**config.mk**
```make
export PLATFORM = sky130hd
export DESIGN_NAME = fpu_store_sub_compare_decode
export DESIGN_NICKNAME = d
export VERILOG_FILES = /design/src/include/fpu_decode_pkg.sv /design/src/fpu_op_decode.sv /design/src/fpu_store_sub_compare_decode.sv
export SDC_FILE = /design/constraint.sdc
export NUM_CORES = 1
export LEC_CHECK = 0
export BUFFER_PORTS_ARGS = -buffer_cell sky130_fd_sc_hd__clkbuf_2
export CORE_MARGIN = 3
export CORE_UTILIZATION = 54
export DETAILED_ROUTE_END_ITERATION = 12
export PLACE_DENSITY = 0.76
export SLEW_MARGIN = 20
export SYNTH_ARGS = -nofsm -noshare
export SYNTH_HDL_FRONTEND = slang
export SYNTH_SLANG_ARGS = --single-unit
```
**constraint.sdc**
```tcl
create_clock -name clk -period 5.25 [get_ports clk]
set_input_delay 0.525 -clock clk [delete_from_list [all_inputs] [get_ports clk]]
set_output_delay 0.525 -clock clk [all_outputs]
set_load 0.01 [all_outputs]
```
**src/include/fpu_decode_pkg.sv**
```systemverilog
// Opcodes, operation codes, cycle budgets and stack constants for the store/subtract decoder
package fpu_decode_pkg;

  // ************************************************
  // Opcode bytes
  // ************************************************
  localparam logic [7:0] OPC_D8 = 8'hD8;
  localparam logic [7:0] OPC_D9 = 8'hD9;
  localparam logic [7:0] OPC_DA = 8'hDA;
  localparam logic [7:0] OPC_DB = 8'hDB;
  localparam logic [7:0] OPC_DC = 8'hDC;
  localparam logic [7:0] OPC_DD = 8'hDD;
  localparam logic [7:0] OPC_DE = 8'hDE;
  localparam logic [7:0] OPC_DF = 8'hDF;
  localparam logic [7:0] OPC_WAIT = 8'h9B;
  localparam logic [7:0] MODRM_AX = 8'hE0;
  localparam logic [7:0] MODRM_TST = 8'hE4;
  localparam logic [7:0] MODRM_XAM = 8'hE5;
  localparam logic [7:0] MODRM_UCPP = 8'hE9;
  localparam logic [7:0] MODRM_LOG = 8'hF1;
  localparam logic [7:0] MODRM_XTR = 8'hF4;
  localparam logic [7:0] MODRM_LOGP1 = 8'hF9;
  localparam logic [4:0] REG_STP = 5'h1B;
  localparam logic [4:0] REG_SUB_LO = 5'h1C;
  localparam logic [4:0] REG_SUB_HI = 5'h1D;
  localparam logic [4:0] REG_XCH = 5'h19;

  // ************************************************
  // Operation codes
  // ************************************************
  typedef enum logic [4:0] {
    OP_NONE = 5'h00,
    OP_STORE_POP_REAL_REG = 5'h01,
    OP_STORE_POP_REAL_MEM = 5'h02,
    OP_STORE_POP_BCD = 5'h03,
    OP_STORE_INT = 5'h04,
    OP_STORE_POP_INT = 5'h05,
    OP_STORE_CW = 5'h06,
    OP_STORE_ENV = 5'h07,
    OP_STORE_SW_MEM = 5'h08,
    OP_STORE_SW_AX = 5'h09,
    OP_SUB_REG_TOP = 5'h0A,
    OP_SUB_TOP_REG = 5'h0B,
    OP_SUB_MEM_REAL = 5'h0C,
    OP_SUBR_MEM_REAL = 5'h0D,
    OP_SUB_MEM_INT = 5'h0E,
    OP_SUBR_MEM_INT = 5'h0F,
    OP_TEST_TOP = 5'h10,
    OP_UCOMPARE = 5'h11,
    OP_CLASSIFY = 5'h12,
    OP_EXCHANGE = 5'h13,
    OP_EXTRACT = 5'h14,
    OP_LOG = 5'h15,
    OP_LOG_P1 = 5'h16,
    OP_WAIT = 5'h17
  } fpu_op_e;

  // ************************************************
  // Cycle budgets (upper bounds)
  // ************************************************
  localparam logic [7:0] CYC_STORE_REAL = 8'd2;
  localparam logic [7:0] CYC_BCD = 8'd63;
  localparam logic [7:0] CYC_INT32 = 8'd13;
  localparam logic [7:0] CYC_INT16 = 8'd10;
  localparam logic [7:0] CYC_INT64 = 8'd13;
  localparam logic [7:0] CYC_CW_WAIT = 8'd5;
  localparam logic [7:0] CYC_CW_NOWAIT = 8'd3;
  localparam logic [7:0] CYC_ENV_WAIT = 8'd24;
  localparam logic [7:0] CYC_ENV_NOWAIT = 8'd22;
  localparam logic [7:0] CYC_SW_WAIT = 8'd6;
  localparam logic [7:0] CYC_SW_NOWAIT = 8'd4;
  localparam logic [7:0] CYC_AX_WAIT = 8'd4;
  localparam logic [7:0] CYC_AX_NOWAIT = 8'd2;
  localparam logic [7:0] CYC_SUB = 8'd9;
  localparam logic [7:0] CYC_ISUB32 = 8'd29;
  localparam logic [7:0] CYC_ISUB16 = 8'd27;
  localparam logic [7:0] CYC_CMP = 8'd4;
  localparam logic [7:0] CYC_WAIT = 8'd2;
  localparam logic [7:0] CYC_XCH = 8'd3;
  localparam logic [7:0] CYC_EXTRACT = 8'd16;
  localparam logic [7:0] CYC_LOG = 8'd154;
  localparam logic [7:0] CYC_LOG_P1 = 8'd133;
  localparam logic [7:0] CYC_LOG_P1_OOR = 8'd170;

  localparam logic [2:0] TOP_RESET = 3'h0;
endpackage

```
**src/fpu_op_decode.sv**
```systemverilog
// Combinational opcode/modrm to operation, stack effect and cycle budget table
`timescale 1ns/1ps
module fpu_op_decode
  import fpu_decode_pkg::*;
(
  input wire logic [7:0] opcode,
  input wire logic [7:0] modrm,
  input wire logic wait_prefix,
  output fpu_decode_pkg::fpu_op_e op,
  output logic [2:0] reg_n,
  output logic [1:0] pops,
  output logic push,
  output logic result_to_reg,
  output logic [7:0] budget,
  output logic size_code_valid
);
  logic is_reg;
  logic [2:0] rf;

  assign is_reg = (modrm[7:6] == 2'b11);
  assign rf = modrm[5:3];
  assign reg_n = modrm[2:0];

  always_comb begin
    op = OP_NONE;
    pops = 2'd0;
    push = 1'b0;
    result_to_reg = 1'b0;
    budget = 8'd0;
    unique case (opcode)
      OPC_D8: begin
        if (is_reg && modrm[7:4] == 4'hE) begin
          // Always top minus register; bit 3 only picks where the result lands
          op = OP_SUB_TOP_REG;
          result_to_reg = modrm[3]; // [RULE9] [RULE12]
          budget = CYC_SUB;
        end else if (!is_reg && rf == 3'd4) begin
          op = OP_SUB_MEM_REAL; // [RULE10]
          budget = CYC_SUB;
        end
      end
      OPC_D9: begin
        if (modrm == MODRM_TST) begin
          op = OP_TEST_TOP; // [RULE16]
          budget = CYC_CMP;
        end else if (modrm == MODRM_XAM) begin
          op = OP_CLASSIFY; // [RULE20]
          budget = CYC_CMP;
        end else if (modrm == MODRM_XTR) begin
          op = OP_EXTRACT; // [RULE21]
          push = 1'b1;
          budget = CYC_EXTRACT;
        end else if (modrm == MODRM_LOG) begin
          op = OP_LOG; // [RULE22]
          pops = 2'd1;
          budget = CYC_LOG;
        end else if (modrm == MODRM_LOGP1) begin
          op = OP_LOG_P1; // [RULE22]
          pops = 2'd1;
          budget = CYC_LOG_P1;
        end else if (modrm[7:3] == REG_XCH) begin
          op = OP_EXCHANGE; // [RULE20]
          budget = CYC_XCH;
        end else if (!is_reg && rf == 3'd3) begin
          op = OP_STORE_POP_REAL_MEM; // [RULE2]
          pops = 2'd1;
          budget = CYC_STORE_REAL;
        end else if (!is_reg && rf == 3'd7) begin
          op = OP_STORE_CW; // [RULE6]
          budget = wait_prefix ? CYC_CW_WAIT : CYC_CW_NOWAIT;
        end else if (!is_reg && rf == 3'd6) begin
          op = OP_STORE_ENV; // [RULE7]
          budget = wait_prefix ? CYC_ENV_WAIT : CYC_ENV_NOWAIT;
        end
      end
      OPC_DA: begin
        if (modrm == MODRM_UCPP) begin
          op = OP_UCOMPARE; // [RULE18]
          pops = 2'd2;
          budget = CYC_CMP;
        end else if (!is_reg && (rf == 3'd4 || rf == 3'd5)) begin
          op = (rf == 3'd4) ? OP_SUB_MEM_INT : OP_SUBR_MEM_INT; // [RULE14] [RULE15]
          budget = CYC_ISUB32;
        end
      end
      OPC_DB: begin
        if (modrm[7:3] == REG_STP) begin
          op = OP_STORE_POP_REAL_REG; // [RULE1]
          pops = 2'd1;
          result_to_reg = 1'b1;
          budget = CYC_STORE_REAL;
        end else if (!is_reg && rf == 3'd7) begin
          op = OP_STORE_POP_REAL_MEM; // [RULE2]
          pops = 2'd1;
          budget = CYC_STORE_REAL;
        end else if (!is_reg && rf == 3'd2) begin
          op = OP_STORE_INT; // [RULE4]
          budget = CYC_INT32;
        end else if (!is_reg && rf == 3'd3) begin
          op = OP_STORE_POP_INT; // [RULE5]
          pops = 2'd1;
          budget = CYC_INT32;
        end
      end
      OPC_DC: begin
        if (is_reg && modrm[7:4] == 4'hE) begin
          // Always register minus top; bit 3 only picks where the result lands
          op = OP_SUB_REG_TOP;
          result_to_reg = modrm[3]; // [RULE9] [RULE12]
          budget = CYC_SUB;
        end else if (!is_reg && (rf == 3'd4 || rf == 3'd5)) begin
          op = (rf == 3'd4) ? OP_SUB_MEM_REAL : OP_SUBR_MEM_REAL; // [RULE10] [RULE12]
          budget = CYC_SUB;
        end
      end
      OPC_DD: begin
        if (is_reg && modrm[7:4] == 4'hE) begin
          op = OP_UCOMPARE; // [RULE17]
          pops = modrm[3] ? 2'd1 : 2'd0;
          budget = CYC_CMP;
        end else if (!is_reg && rf == 3'd3) begin
          op = OP_STORE_POP_REAL_MEM; // [RULE2]
          pops = 2'd1;
          budget = CYC_STORE_REAL;
        end else if (!is_reg && rf == 3'd7) begin
          op = OP_STORE_SW_MEM; // [RULE8]
          budget = wait_prefix ? CYC_SW_WAIT : CYC_SW_NOWAIT;
        end
      end
      OPC_DE: begin
        if (is_reg && modrm[7:4] == 4'hE) begin
          // 1 n: reg minus top; 0 n: top minus reg; both land in reg then pop
          op = modrm[3] ? OP_SUB_REG_TOP : OP_SUB_TOP_REG; // [RULE11] [RULE13]
          result_to_reg = 1'b1;
          pops = 2'd1;
          budget = CYC_SUB;
        end else if (!is_reg && (rf == 3'd4 || rf == 3'd5)) begin
          op = (rf == 3'd4) ? OP_SUB_MEM_INT : OP_SUBR_MEM_INT; // [RULE14] [RULE15]
          budget = CYC_ISUB16;
        end
      end
      OPC_DF: begin
        if (modrm == MODRM_AX) begin
          op = OP_STORE_SW_AX; // [RULE8]
          budget = wait_prefix ? CYC_AX_WAIT : CYC_AX_NOWAIT;
        end else if (!is_reg && rf == 3'd6) begin
          op = OP_STORE_POP_BCD; // [RULE3]
          pops = 2'd1;
          budget = CYC_BCD;
        end else if (!is_reg && rf == 3'd2) begin
          op = OP_STORE_INT; // [RULE4]
          budget = CYC_INT16;
        end else if (!is_reg && (rf == 3'd7 || rf == 3'd3)) begin
          op = OP_STORE_POP_INT; // [RULE5]
          pops = 2'd1;
          budget = (rf == 3'd7) ? CYC_INT64 : CYC_INT16;
        end
      end
      default: begin
        op = OP_NONE;
      end
    endcase
  end

  assign size_code_valid = (op != OP_NONE);
endmodule // fpu_op_decode

```
**src/fpu_store_sub_compare_decode.sv**
```systemverilog
// Sequencer for the store, subtract, compare and misc floating-point instruction group
// What this block does
// RULE1: DB 11011n copies top to reg, pops, 2.
// RULE2: Real memory stores with pop, 2 cycles.
// RULE3: DF reg 110 packed decimal store, pop.
// RULE4: Integer store without pop, 13/10 cycles.
// RULE5: Integer store with pop, 13/13/10 cycles.
// RULE6: Control word store, 5 waiting, 3 not.
// RULE7: Environment store, 24 waiting, 22 not.
// RULE8: Status word store to memory or accumulator.
// RULE9: Register subtract forms, 9 cycles.
// RULE10: Memory real subtract into top, 9 cycles.
// RULE11: DE 11101n reg minus top, then pop.
// RULE12: Reverse subtract register and memory forms.
// RULE13: DE 11100n top minus reg, then pop.
// RULE14: Memory integer subtract, 29 or 27 cycles.
// RULE15: Reverse memory integer subtract, 29/27 cycles.
// RULE16: D9 E4 tests top, 4 cycles.
// RULE17: DD 1110xn unordered compare, optional pop.
// RULE18: DA E9 compare then pop two.
// RULE19: 9B waits until idle, at least 2.
// RULE20: Classify top 4; exchange 3 cycles.
// RULE21: D9 F4 extract exponent, push, 16.
// RULE22: Log multiply forms, result in reg1, pop.
// RULE23: Pop increments top, push decrements top.
// RULE24: Log plus one out of range: 170.
// RULE25: Budget is the range upper bound.
`timescale 1ns/1ps
module fpu_store_sub_compare_decode
  import fpu_decode_pkg::*;
(
  input wire logic clk,
  input wire logic rst_n,
  input wire logic issue_valid,
  input wire logic [7:0] issue_opcode,
  input wire logic [7:0] issue_modrm,
  input wire logic issue_wait_prefix,
  input wire logic operand_out_of_range,
  input wire logic unit_busy,
  output logic issue_ready,
  output logic busy,
  output logic done,
  output logic illegal,
  output fpu_decode_pkg::fpu_op_e active_op,
  output logic [2:0] active_reg,
  output logic result_to_reg,
  output logic [7:0] cycle_budget,
  output logic [2:0] stack_top
);

  // ************************************************
  // Decode
  // ************************************************
  fpu_op_e dec_op;
  logic [2:0] dec_reg;
  logic [1:0] dec_pops;
  logic dec_push;
  logic dec_to_reg;
  logic [7:0] dec_budget;
  logic dec_valid;
  logic is_wait;

  fpu_op_decode u_decode (
    .opcode(issue_opcode),
    .modrm(issue_modrm),
    .wait_prefix(issue_wait_prefix),
    .op(dec_op),
    .reg_n(dec_reg),
    .pops(dec_pops),
    .push(dec_push),
    .result_to_reg(dec_to_reg),
    .budget(dec_budget),
    .size_code_valid(dec_valid)
  );

  assign is_wait = (issue_opcode == OPC_WAIT);

  // ************************************************
  // Sequencer
  // ************************************************
  typedef enum logic [1:0] {
    ST_IDLE = 2'b00,
    ST_PREWAIT = 2'b01,
    ST_EXEC = 2'b10
  } seq_state_e;

  seq_state_e state_reg;
  logic [7:0] count_reg;
  logic [1:0] pops_reg;
  logic push_reg;
  logic prefix_wait;
  logic take;

  assign take = issue_valid && (state_reg == ST_IDLE);
  // Only the store-state forms wait; a prefix on a two-cycle store would
  // leave nothing to count after the prewait cycle and hang the sequencer
  assign prefix_wait = issue_wait_prefix &&
                       (dec_op inside {OP_STORE_CW, OP_STORE_ENV, OP_STORE_SW_MEM, OP_STORE_SW_AX});

  always_ff @(posedge clk) begin
    if (!rst_n) begin
      state_reg <= ST_IDLE;
    end else begin
      unique case (state_reg)
        ST_IDLE: begin
          if (take && is_wait) begin
            state_reg <= ST_PREWAIT; // [RULE19]
          end else if (take && dec_valid && prefix_wait) begin
            state_reg <= ST_PREWAIT; // [RULE6] [RULE7] [RULE8]
          end else if (take && dec_valid) begin
            state_reg <= ST_EXEC;
          end
        end
        ST_PREWAIT: begin
          // Waits until the other unit drains; this state is the one-cycle minimum
          if (!unit_busy) begin
            state_reg <= (active_op == OP_WAIT) ? ST_IDLE : ST_EXEC; // [RULE19]
          end
        end
        ST_EXEC: begin
          if (count_reg == 8'd1) begin
            state_reg <= ST_IDLE;
          end
        end
        default: begin
          state_reg <= ST_IDLE;
        end
      endcase
    end
  end

  // ************************************************
  // Captured instruction
  // ************************************************
  always_ff @(posedge clk) begin
    if (!rst_n) begin
      active_op <= OP_NONE;
      active_reg <= 3'd0;
      result_to_reg <= 1'b0;
      cycle_budget <= 8'd0;
      pops_reg <= 2'd0;
      push_reg <= 1'b0;
    end else if (take && is_wait) begin
      active_op <= OP_WAIT;
      active_reg <= 3'd0;
      result_to_reg <= 1'b0;
      cycle_budget <= CYC_WAIT; // [RULE19]
      pops_reg <= 2'd0;
      push_reg <= 1'b0;
    end else if (take && dec_valid) begin
      active_op <= dec_op;
      // Log forms always target register one
      active_reg <= (dec_op == OP_LOG || dec_op == OP_LOG_P1) ? 3'd1 : dec_reg; // [RULE22]
      result_to_reg <= dec_to_reg || dec_op == OP_LOG || dec_op == OP_LOG_P1;
      if (dec_op == OP_LOG_P1 && operand_out_of_range) begin
        cycle_budget <= CYC_LOG_P1_OOR; // [RULE24]
      end else begin
        cycle_budget <= dec_budget; // [RULE25]
      end
      pops_reg <= dec_pops;
      push_reg <= dec_push;
    end
  end

  // ************************************************
  // Cycle counter
  // ************************************************
  always_ff @(posedge clk) begin
    if (!rst_n) begin
      count_reg <= 8'd0;
    end else if (take && dec_valid && !is_wait && !prefix_wait) begin
      // Count includes the issue cycle
      if (dec_op == OP_LOG_P1 && operand_out_of_range) begin
        count_reg <= CYC_LOG_P1_OOR - 8'd1; // [RULE24]
      end else begin
        count_reg <= dec_budget - 8'd1; // [RULE25]
      end
    end else if (state_reg == ST_PREWAIT && !unit_busy) begin
      // Prewait already spent one cycle; two wait cycles are inside the budget
      count_reg <= cycle_budget - 8'd2; // [RULE6] [RULE7] [RULE8]
    end else if (state_reg == ST_EXEC && count_reg != 8'd0) begin
      count_reg <= count_reg - 8'd1;
    end
  end

  // ************************************************
  // Stack pointer
  // ************************************************
  logic finish;
  assign finish = (state_reg == ST_EXEC && count_reg == 8'd1) ||
                  (state_reg == ST_PREWAIT && !unit_busy && active_op == OP_WAIT);

  // References use the pointer as it stood before the instruction
  always_ff @(posedge clk) begin
    if (!rst_n) begin
      stack_top <= TOP_RESET;
    end else if (finish && state_reg == ST_EXEC) begin
      stack_top <= stack_top + {1'b0, pops_reg} - {2'b00, push_reg}; // [RULE23]
    end
  end

  // ************************************************
  // Handshake outputs
  // ************************************************
  always_ff @(posedge clk) begin
    if (!rst_n) begin
      busy <= 1'b0;
      issue_ready <= 1'b0;
      done <= 1'b0;
      illegal <= 1'b0;
    end else begin
      busy <= (state_reg != ST_IDLE && !finish) || (take && (dec_valid || is_wait));
      issue_ready <= (state_reg == ST_IDLE && !take) || finish;
      done <= finish;
      illegal <= take && !dec_valid && !is_wait;
    end
  end

endmodule // fpu_store_sub_compare_decode

```
==> results of run 1 <==
## power by group through the flow
stage | logic, mW | registers [mW] | clock network [mW]
after floorplan | 0.0651 | 0.285 | 0
after global placement | 0.0883 | 0.284 | 0
after detailed placement | 0.0878 | 0.284 | 0
after CTS | 0.0880 | 0.278 | 0.345
after global routing | 0.0984 | 0.278 | 0.355
final | 0.0902 | 0.278 | 0.341
## cell usage after synthesis, types with 6 or more instances
cell type	count
nand4_1	15
ha_1	7
dfxtp_1	36
nor2b_1	6
nor2_1	35
buf_4	6
buf_2	11
and2_1	7
clkbuf_1	8
nand3_1	17
o21ai_0	14
nor3_1	16
inv_1	18
nand2_1	47
a31oi_1	8
xnor2_1	7
a21oi_1	34
## critical path, cell delays in order
cell      delay, ns
clkbuf_2       0.27
nor3b_2        0.43
and3_1         0.23
a221oi_1       0.10
nor4_1         0.49
nand4b_2       0.23
o21ai_2        0.86
o221ai_1       0.28
o311a_1        0.18
## how the worst max path moves through the flow
stage,cells after the start,slack [ns],end
floorplan,12,2.58,count_reg[4]$_SDFFE_PN0P_
finish,9,1.84,count_reg[7]$_SDFFE_PN0P_
CTS,9,1.91,count_reg[7]$_SDFFE_PN0P_
global placement,9,1.65,count_reg[7]$_SDFFE_PN0P_
detailed placement,9,1.61,count_reg[7]$_SDFFE_PN0P_
global route,9,1.58,count_reg[7]$_SDFFE_PN0P_
## layer usage
layer	track usage (%)	vias to the layer above	part of all wire (%)	wire length [um]
met5	0	-	0	0
met4	9.30	0	2.4	220
met3	5.48	22	6.9	621
met2	45.3	168	48	4350
met1	35.8	1598	42	3810
li1	-	1560	-	-
## logic make-up (layout without fill, tap and decap cells)
logic type               after synthesis  count (layout)  share of synthesized area, %
AND/OR/NAND/NOR                      189             189                          34.6
AO/OA/AOI/OAI                        110             110                          25.7
buffers and inverters                 47              70                          7.56
flip-flops                            36              36                          23.2
XOR/XNOR                              12              12                          3.38
adder cells (fa/ha/maj)                8               8                          3.46
multiplexers                           6               6                          1.97
other                                  1               1                         0.121
## cell type report
class / count / area (um^2) / area share [%]
multi-input combinational: 326 / 2150 / 63.1
inverter: 18 / 67.6 / 1.98
clock buffer: 5 / 68.8 / 2.02
sequential: 36 / 721 / 21.1
timing repair buffer: 44 / 220 / 6.45
clock inverter: 3 / 90.1 / 2.64
tap: 72 / 90.1 / 2.64
## per-stage QoR
| step | utilization [%] | power [mW] | area, um^2 | hold WS, ns | cells |
|---|---|---|---|---|---|
| 6_report | 61.6 | 0.710 | 3410 | 0.459 | 504 |
| 3_3_place_gp | 58.7 | 0.373 | 3250 | 0.443 | 496 |
| 5_1_grt | 61.6 | 0.731 | 3410 | 0.487 | 504 |
| 4_1_cts | 61.6 | 0.711 | 3410 | 0.463 | 504 |
| 3_5_place_dp | 58.7 | 0.372 | 3250 | 0.452 | 496 |
| 2_1_floorplan | - | 0.350 | 3110 | 0.432 | 409 |
## cell usage in the layout, fill, tap and decap left out, drive strengths merged, types with 4 or more instances in the layout
cell type,n
nor2b,6
nor3,17
clkbuf,49
nand4,15
mux2i,5
nor2,35
and3,4
xnor2,7
a31oi,8
ha,7
inv,18
or3,4
o221ai,4
o211ai,5
a22oi,4
and2,7
a211oi,5
dfxtp,36
xor2,5
nand2,47
nand3,18
o21ai,16
a21oi,37
nor4,7
nor3b,6
==> flow_metrics.py, run 1 <==
metrics = {
    "run_status": {
        "outcome": "finished, final reports clean",
    },
    "sta": {
        "rsz0062_at_grt": "false",
        "post-route-period-util_pct": 64.9,
        "slew_viol_final": 0,
        "slew_headroom_pct": 30.1,
        "skew_ns": 0.00931,
        "hold_viol_final": 0,
        "fmax_mhz": 294,
        "post-route-min-period_ns": 3.41,
        "worst_pin_slew_ns": 1.05,
        "setup_tns_ns": 0,
        "setup_ws_ns": 1.84,
        "setup_viol": 0,
    },
    "logic_synthesis": {
        "syn_inst": 409,
        "yosysSeqAreaShare_pct": 23.2,
        "async_reset_ff_share_pct": 0,
        "yosysWarnings": 0,
        "synth_top_area_share_pct": 23.2,
        "synth_cell_type_count": 77,
        "synth_top_area_cell": "dfxtp_1",
        "synth.net_count": 439,
        "synth_edf_count": 0,
        "synthFlopType": "dfxtp_1",
        "ys_seq_elements": 36,
        "synth_area_mm2": 0.00311,
        "avgSynthCellArea_um2": 7.61,
        "ys_top_cells_by_area": "dfxtp_1 (23%), nand2_1 (5.7%), a21oi_1 (5.5%), nor2_1 (4.2%), nand4_1 (3.0%)",
    },
    "global_route": {
        "grt_usage_pct": 27.5,
        "grt_antenna_before_repair": 0,
        "grt-ovfl-total": 0,
        "grt_max_degree": 26,
        "grt_pass1_wl_um": 14300,
        "grt_pass1_vias": 3005,
    },
    "min_path": {
        "hold_class": "reg2reg",
        "hold_start": "pops_reg[1]$_SDFFE_PP0P_",
        "hold_end": "pops_reg[1]$_SDFFE_PP0P_",
        "hold_depth": 2,
    },
    "worst_setup_path": {
        "r2r-end": "count_reg[4]$_SDFFE_PN0P_",
        "critical_path_required_ns": 5.43,
        "critPathLaunchType": "primary input",
        "r2r_slack_ns": 2.74,
        "crit_arrival_ns": 3.59,
        "critPathLaunch": "issue_modrm[3]",
        "ff2ff_path_depth": 8,
        "r2r_start": "count_reg[2]$_SDFFE_PN0P_",
        "crit_path_end_kind": "register",
        "path_class": "in2reg",
        "crit_fanout": 25,
    },
    "finish": {
        "area_growth_pct": 9.69,
        "drive_above_1_share_pct": 18.8,
        "num-fill-cells": 514,
        "nNetsFinal": 461,
        "diodes": 0,
        "largest_reg_flops": 8,
    },
    "power_and_ir_drop": {
        "p_switching_mw": 0.167,
        "p_comb_share_pct": 12.7,
        "internal_power_mw": 0.543,
        "irDropWorstVdd_mv": 0.165,
        "p_per_area_mw_per_mm2": 208,
        "pwr-share-clk_pct": 48.1,
        "seqPwrFrac_pct": 39.2,
        "leakage_nw": 1.32,
        "swShare_pct": 23.5,
    },
    "place": {
        "hpwl_um": 6750,
        "gp_congestion": 0.996,
        "place_ws_ns": 1.61,
        "io_buffers": 44,
    },
    "cts": {
        "clock-root-buffer": "clkbuf_8",
        "clock_latency_ns": 0.30,
        "cts_tree": "done",
        "post-cts-setup-buffers": 0,
        "h-tree-depth": 2,
        "clock-sinks": 36,
        "post_cts_resized": 0,
        "cts_buffer_depth": 2,
        "hold_buffers": 0,
        "clkSlewWorstSetupHoldPaths_ns": 0.08,
        "cts_made_buffers": 5,
    },
    "routing": {
        "ant_nets": 0,
        "dr.pass1.iters": 5,
        "drt_iter0_drc": 350,
        "vias_per_cell": 6.64,
        "vias": 3348,
        "wl_um": 9000,
        "drc": 0,
        "wire_per_inst_um": 17.8,
    },
    "die": {
        "ioPinCount": 46,
        "initial_utilization_pct": 56.1,
        "die_area_mm2": 0.00671,
        "chipHeight_um": 81.9,
        "dieWidth_um": 81.9,
        "rows": 27,
        "coreArea_mm2": 0.00554,
    },
    "job": {
        "maxCapViolCount": 0,
    },
}
Note: power is estimated with default switching activity, not from simulation.
==> inputs of run 2 (changes only) <==
Clock period 5.25 ns to 3.44 ns, I/O delays scaled along.
==> run 2 against run 1 <==
Effect of this change: core utilization increased by 0.11 points; via count rose by 0.54%; sequential cell count unchanged; die area unchanged; largest power group is now registers; critical endpoint unchanged; critical path type unchanged; critical path depth did not move; first-iteration DRC count fell by 18%; combinational power is 56% higher; register-to-register slack lost 1.7 ns.
==> flow_metrics.py, run 2 (synthesis gave the netlist of run 1 again) <==
metrics = {
    "place": {
        "io_buffers": 44,
        "hpwl_um": 6870,
        "gp_congestion": 0.980,
        "place_ws_ns": 0.310,
    },
    "power_and_ir_drop": {
        "swShare_pct": 26.9,
        "seqPwrFrac_pct": 49.0,
        "p_per_area_mw_per_mm2": 253,
        "pwr-share-clk_pct": 34.7,
        "irDropWorstVdd_mv": 0.212,
        "leakage_nw": 1.33,
        "p_comb_share_pct": 16.3,
        "p_switching_mw": 0.233,
        "internal_power_mw": 0.633,
        "total_power_mw": 0.866,
    },
    "sta": {
        "setup_tns_ns": 0,
        "slew_viol_final": 0,
        "fmax_mhz": 348,
        "setup_viol": 0,
        "post-route-period-util_pct": 83.5,
        "worst_pin_slew_ns": 0.651,
        "skew_ns": 0.00667,
        "hold_viol_final": 0,
        "hold_ws_ns": 0.359,
        "rsz0062_at_grt": "false",
        "slew_headroom_pct": 56.0,
        "setup_ws_ns": 0.567,
        "post-route-min-period_ns": 2.87,
    },
    "global_route": {
        "grt_pass1_vias": 2918,
        "grt-ovfl-total": 0,
        "grt_usage_pct": 27.2,
        "grt_antenna_before_repair": 0,
        "grt_pass1_wl_um": 14200,
        "grt_max_degree": 23,
    },
    "cts": {
        "clkSlewWorstSetupHoldPaths_ns": 0.07,
        "clock_latency_ns": 0.28,
        "post_cts_resized": 0,
        "clock-sinks": 36,
        "cts_tree": "done",
        "hold_buffers": 0,
        "post-cts-setup-buffers": 0,
        "cts_made_buffers": 5,
        "cts_buffer_depth": 2,
        "clock-root-buffer": "clkbuf_8",
        "h-tree-depth": 2,
    },
    "die": {
        "rows": 27,
        "coreArea_mm2": 0.00554,
        "die_area_mm2": 0.00671,
        "initial_utilization_pct": 56.1,
        "ioPinCount": 46,
        "dieWidth_um": 81.9,
        "chipHeight_um": 81.9,
    },
    "routing": {
        "dr.pass1.iters": 5,
        "vias_per_cell": 6.55,
        "wire_per_inst_um": 17.4,
        "wl_um": 8970,
        "drc": 0,
        "ant_nets": 0,
        "drt_iter0_drc": 288,
        "vias": 3366,
    },
    "finish": {
        "area_growth_pct": 9.90,
        "num-fill-cells": 533,
        "diodes": 0,
        "nNetsFinal": 471,
        "final_core_util_pct": 61.7,
        "layout_common_cells": "nand2_1 (47), clkbuf_2 (44), dfxtp_1 (36)",
        "drive_above_1_share_pct": 20.1,
        "largest_reg_flops": 8,
        "final_common_cell": "nand2_1",
    },
    "worst_setup_path": {
        "critical_path_required_ns": 3.61,
        "crit_arrival_ns": 3.04,
        "setup.worst_path.end": "count_reg[7]$_SDFFE_PN0P_",
        "crit_path_end_kind": "register",
        "r2r_start": "count_reg[2]$_SDFFE_PN0P_",
        "ff2ff_path_depth": 8,
        "r2r-end": "count_reg[6]$_SDFFE_PN0P_",
        "path_class": "in2reg",
        "crit_fanout": 18,
        "critPathLaunchType": "primary input",
        "critPathLaunch": "issue_modrm[3]",
        "r2r_slack_ns": 1.07,
    },
    "job": {
        "maxCapViolCount": 0,
    },
    "run_status": {
        "outcome": "finished, final reports clean",
    },
    "min_path": {
        "hold_class": "in2reg",
    },
}
[run 2: changes by cell type in the layout (fill, tap and decap cells not counted), sizes merged]
| cell | previous run | this run |
|---|---|---|
| buf | 0 | 10 |
| bufinv | 3 | 0 |
| clkbuf | 49 | 52 |
[run 2: area by class of cell]
type	count	area [um^2]	area share (%)
Inverter	18	67.6	1.98
Tap cell	72	90.1	2.64
Multi-Input combinational cell	326	2150	63.0
Sequential cell	36	721	21.1
Clock buffer	8	90.1	2.64
Timing Repair Buffer	54	295	8.64
[run 2: layer usage]
layer	wire, um	part of all wire [%]	global-route usage, %	vias up
met3	697	7.8	5.37	35
met5	0	0	0	-
met1	3770	42	35.2	1572
met2	4160	46	43.8	181
met4	336	3.7	11.8	0
li1	-	-	-	1578
[run 2: worst max-delay path: stages]
cell and delay, ns:
clkbuf_2 0.25, nor3b_2 0.46, a21oi_1 0.13, o211ai_1 0.26
nand3_1 0.24, nand2_1 0.22, o21a_1 0.48, nand2_1 0.25
o311a_1 0.40
[run 2: how the worst min path moves through the flow]
stage | from | to | cells after the start
floorplan | pops_reg[1]$_SDFFE_PP0P_ | pops_reg[1]$_SDFFE_PP0P_ | 2
global placement | pops_reg[1]$_SDFFE_PP0P_ | pops_reg[1]$_SDFFE_PP0P_ | 2
detailed placement | pops_reg[1]$_SDFFE_PP0P_ | pops_reg[1]$_SDFFE_PP0P_ | 2
CTS | issue_valid | issue_ready$_SDFF_PN0_ | 4
global route | issue_valid | issue_ready$_SDFF_PN0_ | 4
finish | issue_valid | issue_ready$_SDFF_PN0_ | 4
[run 2: power groups by stage]
stage	logic (mW)	registers, mW	clock network [mW]
floorplan	0.0994	0.434	0
global placement	0.138	0.434	0
detailed placement	0.138	0.434	0
CTS	0.139	0.424	0.303
global route	0.155	0.425	0.320
finish	0.141	0.425	0.301
[run 2: metrics by stage]
step,instance area [um^2],std cells
5_1_grt,3420,514
6_report,3420,514
3_3_place_gp,3330,506
3_5_place_dp,3330,506
4_1_cts,3420,514
2_1_floorplan,3110,409
